`src/adcsm_pkg.sv`:
```
/*
  shared constants for the converter serial interface: code range, conversion
  timing, state encoding and the state record of the interface logic.
  assumes a single 20 MHz system clock.
*/
package adcsm_pkg;

    // ****************************************
    // code format
    // ****************************************
    localparam int CODE_W = 14;
    localparam int SAMPLE_W = 16;
    localparam logic [CODE_W-1:0] CODE_TOP = 14'h3fff;
    localparam logic [CODE_W-1:0] CODE_BOTTOM = 14'h0000;
    localparam int SHIFT_W = CODE_W + 1;
    localparam int LEFT_W = 5;
    localparam logic [LEFT_W-1:0] BITS_PLAIN = 5'h0e;
    localparam logic [LEFT_W-1:0] BITS_WITH_START = 5'h0f;
    localparam logic [LEFT_W-1:0] BITS_LAST = 5'h01;
    localparam logic CS_START_BIT = 1'b0;
    localparam logic CHAIN_START_BIT = 1'b1;
    localparam logic PAD_BIT = 1'b0;

    // ****************************************
    // timing
    // ****************************************
    localparam int CLK_PERIOD_NS = 50;
    localparam int CONV_TIME_NS = 2200;
    localparam int CONV_CYCLES_RAW = (CONV_TIME_NS + CLK_PERIOD_NS - 1) / CLK_PERIOD_NS;
    localparam int CONV_CYCLES = (CONV_CYCLES_RAW < 1) ? 1 : CONV_CYCLES_RAW;
    localparam int CNT_W = 8;
    localparam logic [CNT_W-1:0] CONV_LOAD = CNT_W'(CONV_CYCLES - 1);
    localparam logic [CNT_W-1:0] CNT_ZERO = 8'h00;
    localparam logic [CNT_W-1:0] CNT_ONE = 8'h01;
    localparam int SYNC_STAGES = 2;

    // ****************************************
    // state
    // ****************************************
    typedef enum logic [1:0] {
        ST_IDLE = 2'b00,
        ST_CONVERT = 2'b01,
        ST_READ = 2'b10
    } adcsm_phase_e;

    typedef struct packed {
        adcsm_phase_e phase;
        logic chain_mode;
        logic busy_en;
        logic [CNT_W-1:0] conv_cnt;
        logic [CODE_W-1:0] code;
        logic [SHIFT_W-1:0] shreg;
        logic [LEFT_W-1:0] bits_left;
        logic read_done;
        logic out_en;
        logic powered_down;
        logic converting;
        logic cnv_prev;
        logic sck_prev;
        logic sdi_prev;
    } adcsm_state_s;

endpackage : adcsm_pkg

```
`src/adcsm_sync.sv`:
```
/*
  two-stage level synchroniser for one pin input.
  assumes the input is asynchronous to clock; only the last stage is read.
*/
`timescale 1ns/1ps
module adcsm_sync #(
    parameter int STAGES = 2
) (
    input wire logic clock,
    input wire logic sys_rst,
    input wire logic async_in,
    output logic sync_out
);

    // ****************************************
    // flop chain
    // ****************************************
    logic [STAGES-1:0] chain;

    always_ff @(posedge clock or posedge sys_rst) begin
        if (sys_rst) begin
            chain <= '0;
        end else begin
            chain <= {chain[STAGES-2:0], async_in};
        end
    end

    assign sync_out = chain[STAGES-1];

endmodule : adcsm_sync

```
`src/adcsm_serial_if.sv`:
```
/*
  digital side of a 14-bit sampling converter: mode pick at conversion start,
  internally timed conversion, busy start bit, chip-select and chain readout,
  power-down after each conversion.
  assumes all pins (convert start, select/data in, serial clock) are
  asynchronous; they are synchronised here. sample_level is the held analog
  value, already digitised to a signed figure, stable while start rises.
*/
// Overview of operation
// start rising edge samples select input: high picks chip-select mode, low picks chain
// select is taken from before the edge, so tying it to start picks chain
// a single start bit may precede the result, acting as busy flag
// without busy flag host waits the full conversion time before reading
// chip-select mode: busy bit enabled if start or select is low at conversion end
// chain mode: busy bit enabled if serial clock is high at start edge
// chain mode shifts upstream data from select input through the output
// block powers down automatically when each conversion ends
// three-wire uses start as select; four-wire uses select input for readback
// conversion timed by internal counter, never by serial clock
// start rising edge begins conversion and releases the output
// result goes MSB first; chip-select output released after 14th falling edge (15th with busy bit) or start rising
// codes are straight binary, clamped to bottom and top code
// mode and busy choice hold until the next start rising edge
`timescale 1ns/1ps
module adcsm_serial_if #(
    parameter int SAMPLE_W = adcsm_pkg::SAMPLE_W
) (
    input wire logic clock,
    input wire logic sys_rst,
    input wire logic convert_start_in,
    input wire logic serial_in_select,
    input wire logic serial_clock_in,
    input wire logic signed [SAMPLE_W-1:0] sample_level,
    output logic serial_result_out,
    output logic serial_result_oe,
    output logic converting,
    output logic powered_down
);

    // ****************************************
    // pin synchronisers
    // ****************************************
    // two flops a pin; the edge stage adds one more cycle of lag
    logic cnv_s;
    logic sdi_s;
    logic sck_s;

    adcsm_sync #(.STAGES(adcsm_pkg::SYNC_STAGES)) u_sync_cnv (
        .clock(clock),
        .sys_rst(sys_rst),
        .async_in(convert_start_in),
        .sync_out(cnv_s)
    );

    adcsm_sync #(.STAGES(adcsm_pkg::SYNC_STAGES)) u_sync_sdi (
        .clock(clock),
        .sys_rst(sys_rst),
        .async_in(serial_in_select),
        .sync_out(sdi_s)
    );

    adcsm_sync #(.STAGES(adcsm_pkg::SYNC_STAGES)) u_sync_sck (
        .clock(clock),
        .sys_rst(sys_rst),
        .async_in(serial_clock_in),
        .sync_out(sck_s)
    );

    // ****************************************
    // code clamp
    // ****************************************
    // out-of-range samples saturate instead of wrapping
    function automatic logic [adcsm_pkg::CODE_W-1:0] clamp_code(input logic signed [SAMPLE_W-1:0] v);
        logic signed [SAMPLE_W:0] top;
        top = (SAMPLE_W + 1)'(adcsm_pkg::CODE_TOP);
        if (v < 0) begin
            clamp_code = adcsm_pkg::CODE_BOTTOM;
        end else if ((SAMPLE_W + 1)'(v) > top) begin
            clamp_code = adcsm_pkg::CODE_TOP;
        end else begin
            clamp_code = v[adcsm_pkg::CODE_W-1:0];
        end
    endfunction : clamp_code

    // ****************************************
    // state
    // ****************************************
    adcsm_pkg::adcsm_state_s q;
    adcsm_pkg::adcsm_state_s next_q;

    logic cnv_rise;
    logic sck_fall;
    logic cs_select;
    logic busy_now;
    logic conv_end;

    // ****************************************
    // edge detect and select
    // ****************************************
    // prev flops reset low, matching the idle pin level, so no false edge
    assign cnv_rise = cnv_s & ~q.cnv_prev;
    assign sck_fall = ~sck_s & q.sck_prev;
    // one low line selects: start in three-wire, select input in four-wire
    assign cs_select = ~(cnv_s & sdi_s);
    assign conv_end = q.conv_cnt == adcsm_pkg::CNT_ZERO;

    // ****************************************
    // next state
    // ****************************************
    always_comb begin
        busy_now = 1'b0;
        next_q = q;
        next_q.cnv_prev = cnv_s;
        next_q.sck_prev = sck_s;
        next_q.sdi_prev = sdi_s;
        if (cnv_rise) begin
            next_q.phase = adcsm_pkg::ST_CONVERT;
            // previous-cycle select gives the hold window; tied pins read low
            next_q.chain_mode = ~q.sdi_prev;
            next_q.busy_en = ~q.sdi_prev & sck_s;
            next_q.conv_cnt = adcsm_pkg::CONV_LOAD;
            next_q.code = clamp_code(sample_level);
            next_q.out_en = 1'b0;
            next_q.read_done = 1'b0;
            next_q.powered_down = 1'b0;
            next_q.converting = 1'b1;
        end else begin
            unique case (q.phase)
                adcsm_pkg::ST_IDLE: begin
                    next_q.out_en = 1'b0;
                end
                adcsm_pkg::ST_CONVERT: begin
                    // counts system clocks only; serial clock plays no part
                    if (conv_end) begin
                        next_q.phase = adcsm_pkg::ST_READ;
                        next_q.powered_down = 1'b1;
                        next_q.converting = 1'b0;
                        if (q.chain_mode) begin
                            busy_now = q.busy_en;
                        end else begin
                            busy_now = ~cnv_s | ~sdi_s;
                        end
                        next_q.busy_en = busy_now;
                        if (busy_now) begin
                            next_q.bits_left = adcsm_pkg::BITS_WITH_START;
                            if (q.chain_mode) begin
                                // chain start bit waits for start low like the data behind it
                                next_q.shreg = {adcsm_pkg::CHAIN_START_BIT, q.code};
                                next_q.out_en = ~cnv_s;
                            end else begin
                                // driving low at once is the busy edge a pulled-up line shows
                                next_q.shreg = {adcsm_pkg::CS_START_BIT, q.code};
                                next_q.out_en = 1'b1;
                            end
                        end else begin
                            next_q.shreg = {q.code, adcsm_pkg::PAD_BIT};
                            next_q.bits_left = adcsm_pkg::BITS_PLAIN;
                            next_q.out_en = 1'b0;
                        end
                    end else begin
                        next_q.conv_cnt = q.conv_cnt - adcsm_pkg::CNT_ONE;
                    end
                end
                adcsm_pkg::ST_READ: begin
                    if (q.chain_mode) begin
                        // chain runs unbounded; upstream data follows ours
                        next_q.out_en = ~cnv_s;
                        if (sck_fall && !cnv_s) begin
                            next_q.shreg = {q.shreg[adcsm_pkg::SHIFT_W-2:0], sdi_s};
                        end
                    end else if (!cs_select) begin
                        // deselect ends a read only once it has begun; idle wait keeps it armed
                        next_q.out_en = 1'b0;
                        next_q.read_done = q.read_done | q.out_en;
                    end else if (!q.read_done) begin
                        next_q.out_en = 1'b1;
                        if (sck_fall && q.out_en) begin
                            next_q.shreg = {q.shreg[adcsm_pkg::SHIFT_W-2:0], adcsm_pkg::PAD_BIT};
                            next_q.bits_left = q.bits_left - adcsm_pkg::BITS_LAST;
                            if (q.bits_left == adcsm_pkg::BITS_LAST) begin
                                next_q.out_en = 1'b0;
                                next_q.read_done = 1'b1;
                            end
                        end
                    end
                end
                default: begin
                    next_q.phase = adcsm_pkg::ST_IDLE;
                    next_q.out_en = 1'b0;
                end
            endcase
        end
    end

    // ****************************************
    // registers
    // ****************************************
    // reset leaves the output released and the core powered down
    always_ff @(posedge clock or posedge sys_rst) begin
        if (sys_rst) begin
            q <= '{phase: adcsm_pkg::ST_IDLE, powered_down: 1'b1, default: '0};
        end else begin
            q <= next_q;
        end
    end

    // ****************************************
    // outputs
    // ****************************************
    // every output is a state flop, so pins never glitch on decode
    assign serial_result_out = q.shreg[adcsm_pkg::SHIFT_W-1];
    assign serial_result_oe = q.out_en;
    assign converting = q.converting;
    assign powered_down = q.powered_down;

endmodule : adcsm_serial_if

```
`config.mk`:
```
export PLATFORM = sky130hd
export DESIGN_NAME = adcsm_serial_if
export DESIGN_NICKNAME = d
export VERILOG_FILES = /design/src/adcsm_pkg.sv /design/src/adcsm_sync.sv /design/src/adcsm_serial_if.sv
export SDC_FILE = /design/constraint.sdc
export NUM_CORES = 1
export LEC_CHECK = 0
export BUFFER_PORTS_ARGS = -buffer_cell sky130_fd_sc_hd__clkbuf_2
export CORE_MARGIN = 2
export CORE_UTILIZATION = 42
export CTS_CLUSTER_DIAMETER = 200
export CTS_CLUSTER_SIZE = 12
export DETAILED_ROUTE_END_ITERATION = 12
export PLACE_DENSITY = 0.67
export REMOVE_ABC_BUFFERS = 1
export SLEW_MARGIN = 20
export SYNTH_ARGS = -nofsm -noshare
export SYNTH_HDL_FRONTEND = slang
export SYNTH_SLANG_ARGS = --single-unit
export TNS_END_PERCENT = 30
```
`constraint.sdc`:
```
create_clock -name clock -period 6.2 [get_ports clock]
set_input_delay 0.93 -clock clock [delete_from_list [all_inputs] [get_ports clock]]
set_output_delay 0.93 -clock clock [all_outputs]
set_load 0.005 [all_outputs]
```
# Word level (Yosys, flattened, before mapping)
# Cells that the tools add are included.
# totals
register_bits	59
in_bits	21
out_inout_bits	4
# classes
addsub	2
n_lt_le_gt_ge	2
eq_ne	17
muxes	33
bitwise	12
n_reduce_logical	17
# ops
op	count
$mux 20	3
$mux 15	3
$mux 22	2
$pmux 20 s2	1
$mux 14	2
$mux 9	2
$gt 16x15->1 const B	1
$lt 16x1->1 const B	1
$ne 3x3->1 const B	5
$reduce_and 7->1	2
$ne 2x2->1 const B	6
$mux 2	5
$reduce_and 2->1	5
$mux 1	9
$logic_not 8->1	1
$mux 8	1
$reduce_bool 2->1	4
$sub 8x1->8 const B	1
$mux 6	1
$not 1->1	6
$eq 5x1->1 const B	1
$ne 5x5->1 const B	1
$sub 5x1->5 const B	1
$and 1x1->1	4
12 further kinds	15

# Depth between registers and ports, before layout
# logic_depth
depth_word	10
mapped_depth	9

# Hierarchy
# Synthesis repeated with hierarchy kept, for this count alone.
# hier_totals
cells_unflattened	307
hier_area_um2	3103.0
# by_module_without_submodules
module	n_inst	cells_each	area_per_inst_um2	seq_area_each_um2
adcsm_serial_if	1	298	2941.6	1327.5
adcsm_sync	3	3	53.8	50.0

# Least setup slack after synthesis
# OpenSTA, ideal clock, no wires.
# synth_timing
path_kind	register -> register
start	register q[41] in the netlist's numbering
end	register q[13] in the netlist's numbering
setup_ns	0.125
t_arrival_ns	2.164
required_ns	6.075
path_slack_ns	3.911
path_stages_with_launch	9
n_path_buf	2
synth_period_minus_slack_ns	2.289
cell_sequence	dfrtp_1 inv_1 ha_1 or3b_2 o21a_4 a2111o_1 buf_6 buf_12 mux2_4
# synth_via
elab_chain_len	3
# synth_lines
element	line	source
start, declared	adcsm_serial_if.sv:88	adcsm_pkg::adcsm_state_s q;
start signal, assigned	adcsm_serial_if.sv:203	q <= next_q;
$logic_not 8->1	adcsm_serial_if.sv:105	assign conv_end = q.conv_cnt == adcsm_pkg::CNT_ZERO;
$ne 2x2->1 (no line)	--	
$reduce_and 7->1 (no line)	--	
# Every way passes these cells.
# A chain may end at the register's enable or synchronous reset.

# Worst setup path in the final report
# layout_timing
start	register q[41] in the netlist's numbering
end	register q[17] in the netlist's numbering
# The elaborated chain is that of the path after synthesis.

==> impl_metrics.tcl <==
set metrics [dict create \
    wirelength_um 5500 \
    synth_area_mm2 0.00299 \
    grt_pass1_vias 2147 \
    area_delta_synth_final_pct 13.8 \
    cts.sinks 59 \
    drcViolationCount 0 \
    synthSimpleGateAreaFrac_pct 14.8 \
    worstMarginPinSlew_ns 0.743 \
    hold_path.class "reg2reg" \
    maxCapViolCount 0 \
    syn_inst 294 \
    ant_nets 0 \
    synth_compound_area_share_pct 16.7 \
    gp_congestion 0.780 \
    async_flop_share_pct 100 \
    die_y_um 88.4 \
    r2r_cells 6 \
    synth_fa_ha_area_share_pct 2.93 \
    ioPinCount 25 \
    yosys.cell_types.count 49 \
    min_period_ns 2.53 \
    row_count 30 \
    leakagePower_nw 1.53 \
    num-nets-final 347 \
    num_vias 2165 \
    synthMuxAreaShare_pct 10.0 \
    cts_hold_buf 0 \
    grt_pass1_wl_um 9780 \
    endpoint "q[17]" \
    grt_overflow 0 \
    yosysWarnings 0 \
    critical_path_class "reg2reg" \
    skew_ns 0.0104 \
    end_kind "flop" \
    clk_latency_ns 0.34 \
    die_x_um 88.4 \
    fin_util_pct 49.8 \
    crit_start "q[41]" \
    start_kind "flop" \
    cts_buffers 9 \
    avgViaCountPerCell 5.17 \
    design.core.area_mm2 0.00683 \
    clockRootBuffer "clkbuf_8" \
    fin_crit_sh_pct 40.7 \
    rsz0062_at_grt "no" \
    htreeDepth 3 \
    crit_fanout 17 \
    r2r_end "q[17]" \
    synth_top_family_by_area "compound AO/OA/AOI/OAI gates" \
    cellPowerDensity_mw_per_mm2 363 \
    dpl.hpwl_um 3720 \
    whs_ns 0.345 \
    floorplan.initialDensity_pct 43.8 \
    total_power_mw 1.24 \
    place.port_buffers 24 \
    synth_xor_xnor_area_share_pct 1.76 \
    final_hold_viol_count 0 \
    cts_tree "built" \
    outcome "completed" \
    pre_cts_ws_ns 3.69 \
    synth_edf_count 0 \
    setup_ws_ns 3.67 \
    routedWlPerCell_um 13.1 \
    grt_max_degree 60 \
    report.final.slew_viol_count 0 \
    cts_resized 0 \
    ys_seq_elements 59 \
    worstPathRequired_ns 6.42 \
    synthFlopType "dfrtp_1" \
    peakVddDrop_v 0.000220 \
    regToRegSetupSlack_ns 3.67 \
    grt_antenna_before_repair 0 \
    path_clk_slew_ns 0.07 \
    drive_gt1_share_pct 22.0 \
    grtUsageTotal_pct 16.3 \
    cts_setup_buffers 0 \
    dieArea_mm2 0.00781 \
    final.setup.tns_ns 0 \
    r2r_start "q[41]" \
    diodes 0 \
    yosysSeqAreaShare_pct 49.4 \
    slew_headroom_pct 50.5 \
    drt_iter0_drc 97 \
    avgSynthCellArea_um2 10.2 \
    setup_viol 0 \
    cp.arrival_ns 2.74 \
    cts_buffer_depth 2 \
    dr.pass1.iters 4 \
    fmax_mhz 396 \
]
## sequential cells by signal, indices dropped and copies added, names as in the netlist
register	cells
converting	1
serial_result_out	1
q	49
u_sync_sdi.chain	2
powered_down	1
serial_result_oe	1
u_sync_cnv.chain	2
u_sync_sck.chain	2
## cells in the mapped netlist, types with 2 or more instances
master     instances  area [µm²]
o2111ai_1          2        17.5
a21boi_0           3        22.5
or3_2              4        30.0
nand3_1            3        15.0
mux2i_1           13         130
inv_1             12        45.0
nand2b_1           3        18.8
nand2_1           44         165
a21bo_2            2        20.0
nor3b_1            2        15.0
nor2_1            26        97.6
o21ai_1            3        15.0
a22o_1             2        17.5
o21ai_0           26         130
nor3_1             4        20.0
xor2_1             4        35.0
mux2_4             6        90.1
dfrtp_1           58        1450
clkbuf_1          13        48.8
o31ai_1           14         105
a31oi_1            2        12.5
a21oi_1            6        30.0
ha_1               7        87.6
nor2b_1            3        18.8
mux2_2             7        78.8
xnor2_1            2        17.5
## metrics by stage
step	cells	instance area [µm²]
finish	419	3400
global route	419	3400
CTS	419	3400
detailed placement	404	3190
global placement	404	3190
floorplan	278	2900
## logic make-up after synthesis
family                     count (synthesis)
adders and majority gates                  7
and+or+nand+nor                           96
DFF                                       59
buffers and inverters                     28
muxes                                     26
xor gates and xnor gates                   6
AOI/OAI and AO/OA                         72
## critical path, cell delays in order (launching register included)
cell	delay, ns
dfrtp_1	0.39
inv_1	0.11
ha_1	0.15
or3b_2	0.49
o21a_4	0.26
a2111o_1	0.60
mux2_4	0.41
## layer usage
metal / GRT usage [%] / share of wire (%)
met5: 0 / 0
met2: 26.5 / 48
met1: 21.0 / 48
met3: 4.76 / 3.5
met4: 5.37 / 1.2
## final cells by class
| type | count | area, µm² |
|---|---|---|
| Inverter | 12 | 45.0 |
| Multi-Input combinational cell | 207 | 1380 |
| Clock inverter | 3 | 46.3 |
| Fill cell | 685 | 3430 |
| Timing Repair Buffer | 30 | 165 |
| Tap cell | 96 | 120 |
| Sequential cell | 59 | 1480 |
| Clock buffer | 12 | 165 |
## worst min-delay path by stage
stage                     endpoint           startpoint  cells past startpoint  slack [ns]
6_report       u_sync_sck.chain[1]  u_sync_sck.chain[0]                      0        0.35
5_1_grt        u_sync_sck.chain[1]  u_sync_sck.chain[0]                      0        0.37
4_1_cts        u_sync_sck.chain[1]  u_sync_sck.chain[0]                      0        0.35
3_5_place_dp   u_sync_sck.chain[1]  u_sync_sck.chain[0]                      0        0.34
3_3_place_gp   u_sync_sck.chain[1]  u_sync_sck.chain[0]                      0        0.33
2_1_floorplan  u_sync_cnv.chain[1]  u_sync_cnv.chain[0]                      0        0.33
## where the power goes
part / switching (mW) / total [mW] / internal [mW]
Sequential: 0.0666 / 0.544 / 0.477
Clock: 0.148 / 0.364 / 0.217
Combinational: 0.163 / 0.328 / 0.165
## placed cells by master (no fill, tap or decap), types with 2 or more instances in the layout
cell type  count
dfrtp_1       58
nand2_1       44
nor2_1        26
o21ai_0       25
clkbuf_2      24
o31ai_1       14
mux2i_1       13
clkbuf_8      12
inv_1         11
mux2_2         7
ha_1           7
mux2_4         6
a21oi_1        6
buf_4          6
or3_2          4
xor2_1         4
o21ai_1        4
nor3_1         4
nand2b_1       3
nor2b_1        3
nand3_1        3
a21boi_0       3
o2111ai_1      2
nor3b_1        2
a31oi_1        2
a22o_1         2
a21bo_2        2
xnor2_1        2
Note: power is estimated with default switching activity, not from simulation.
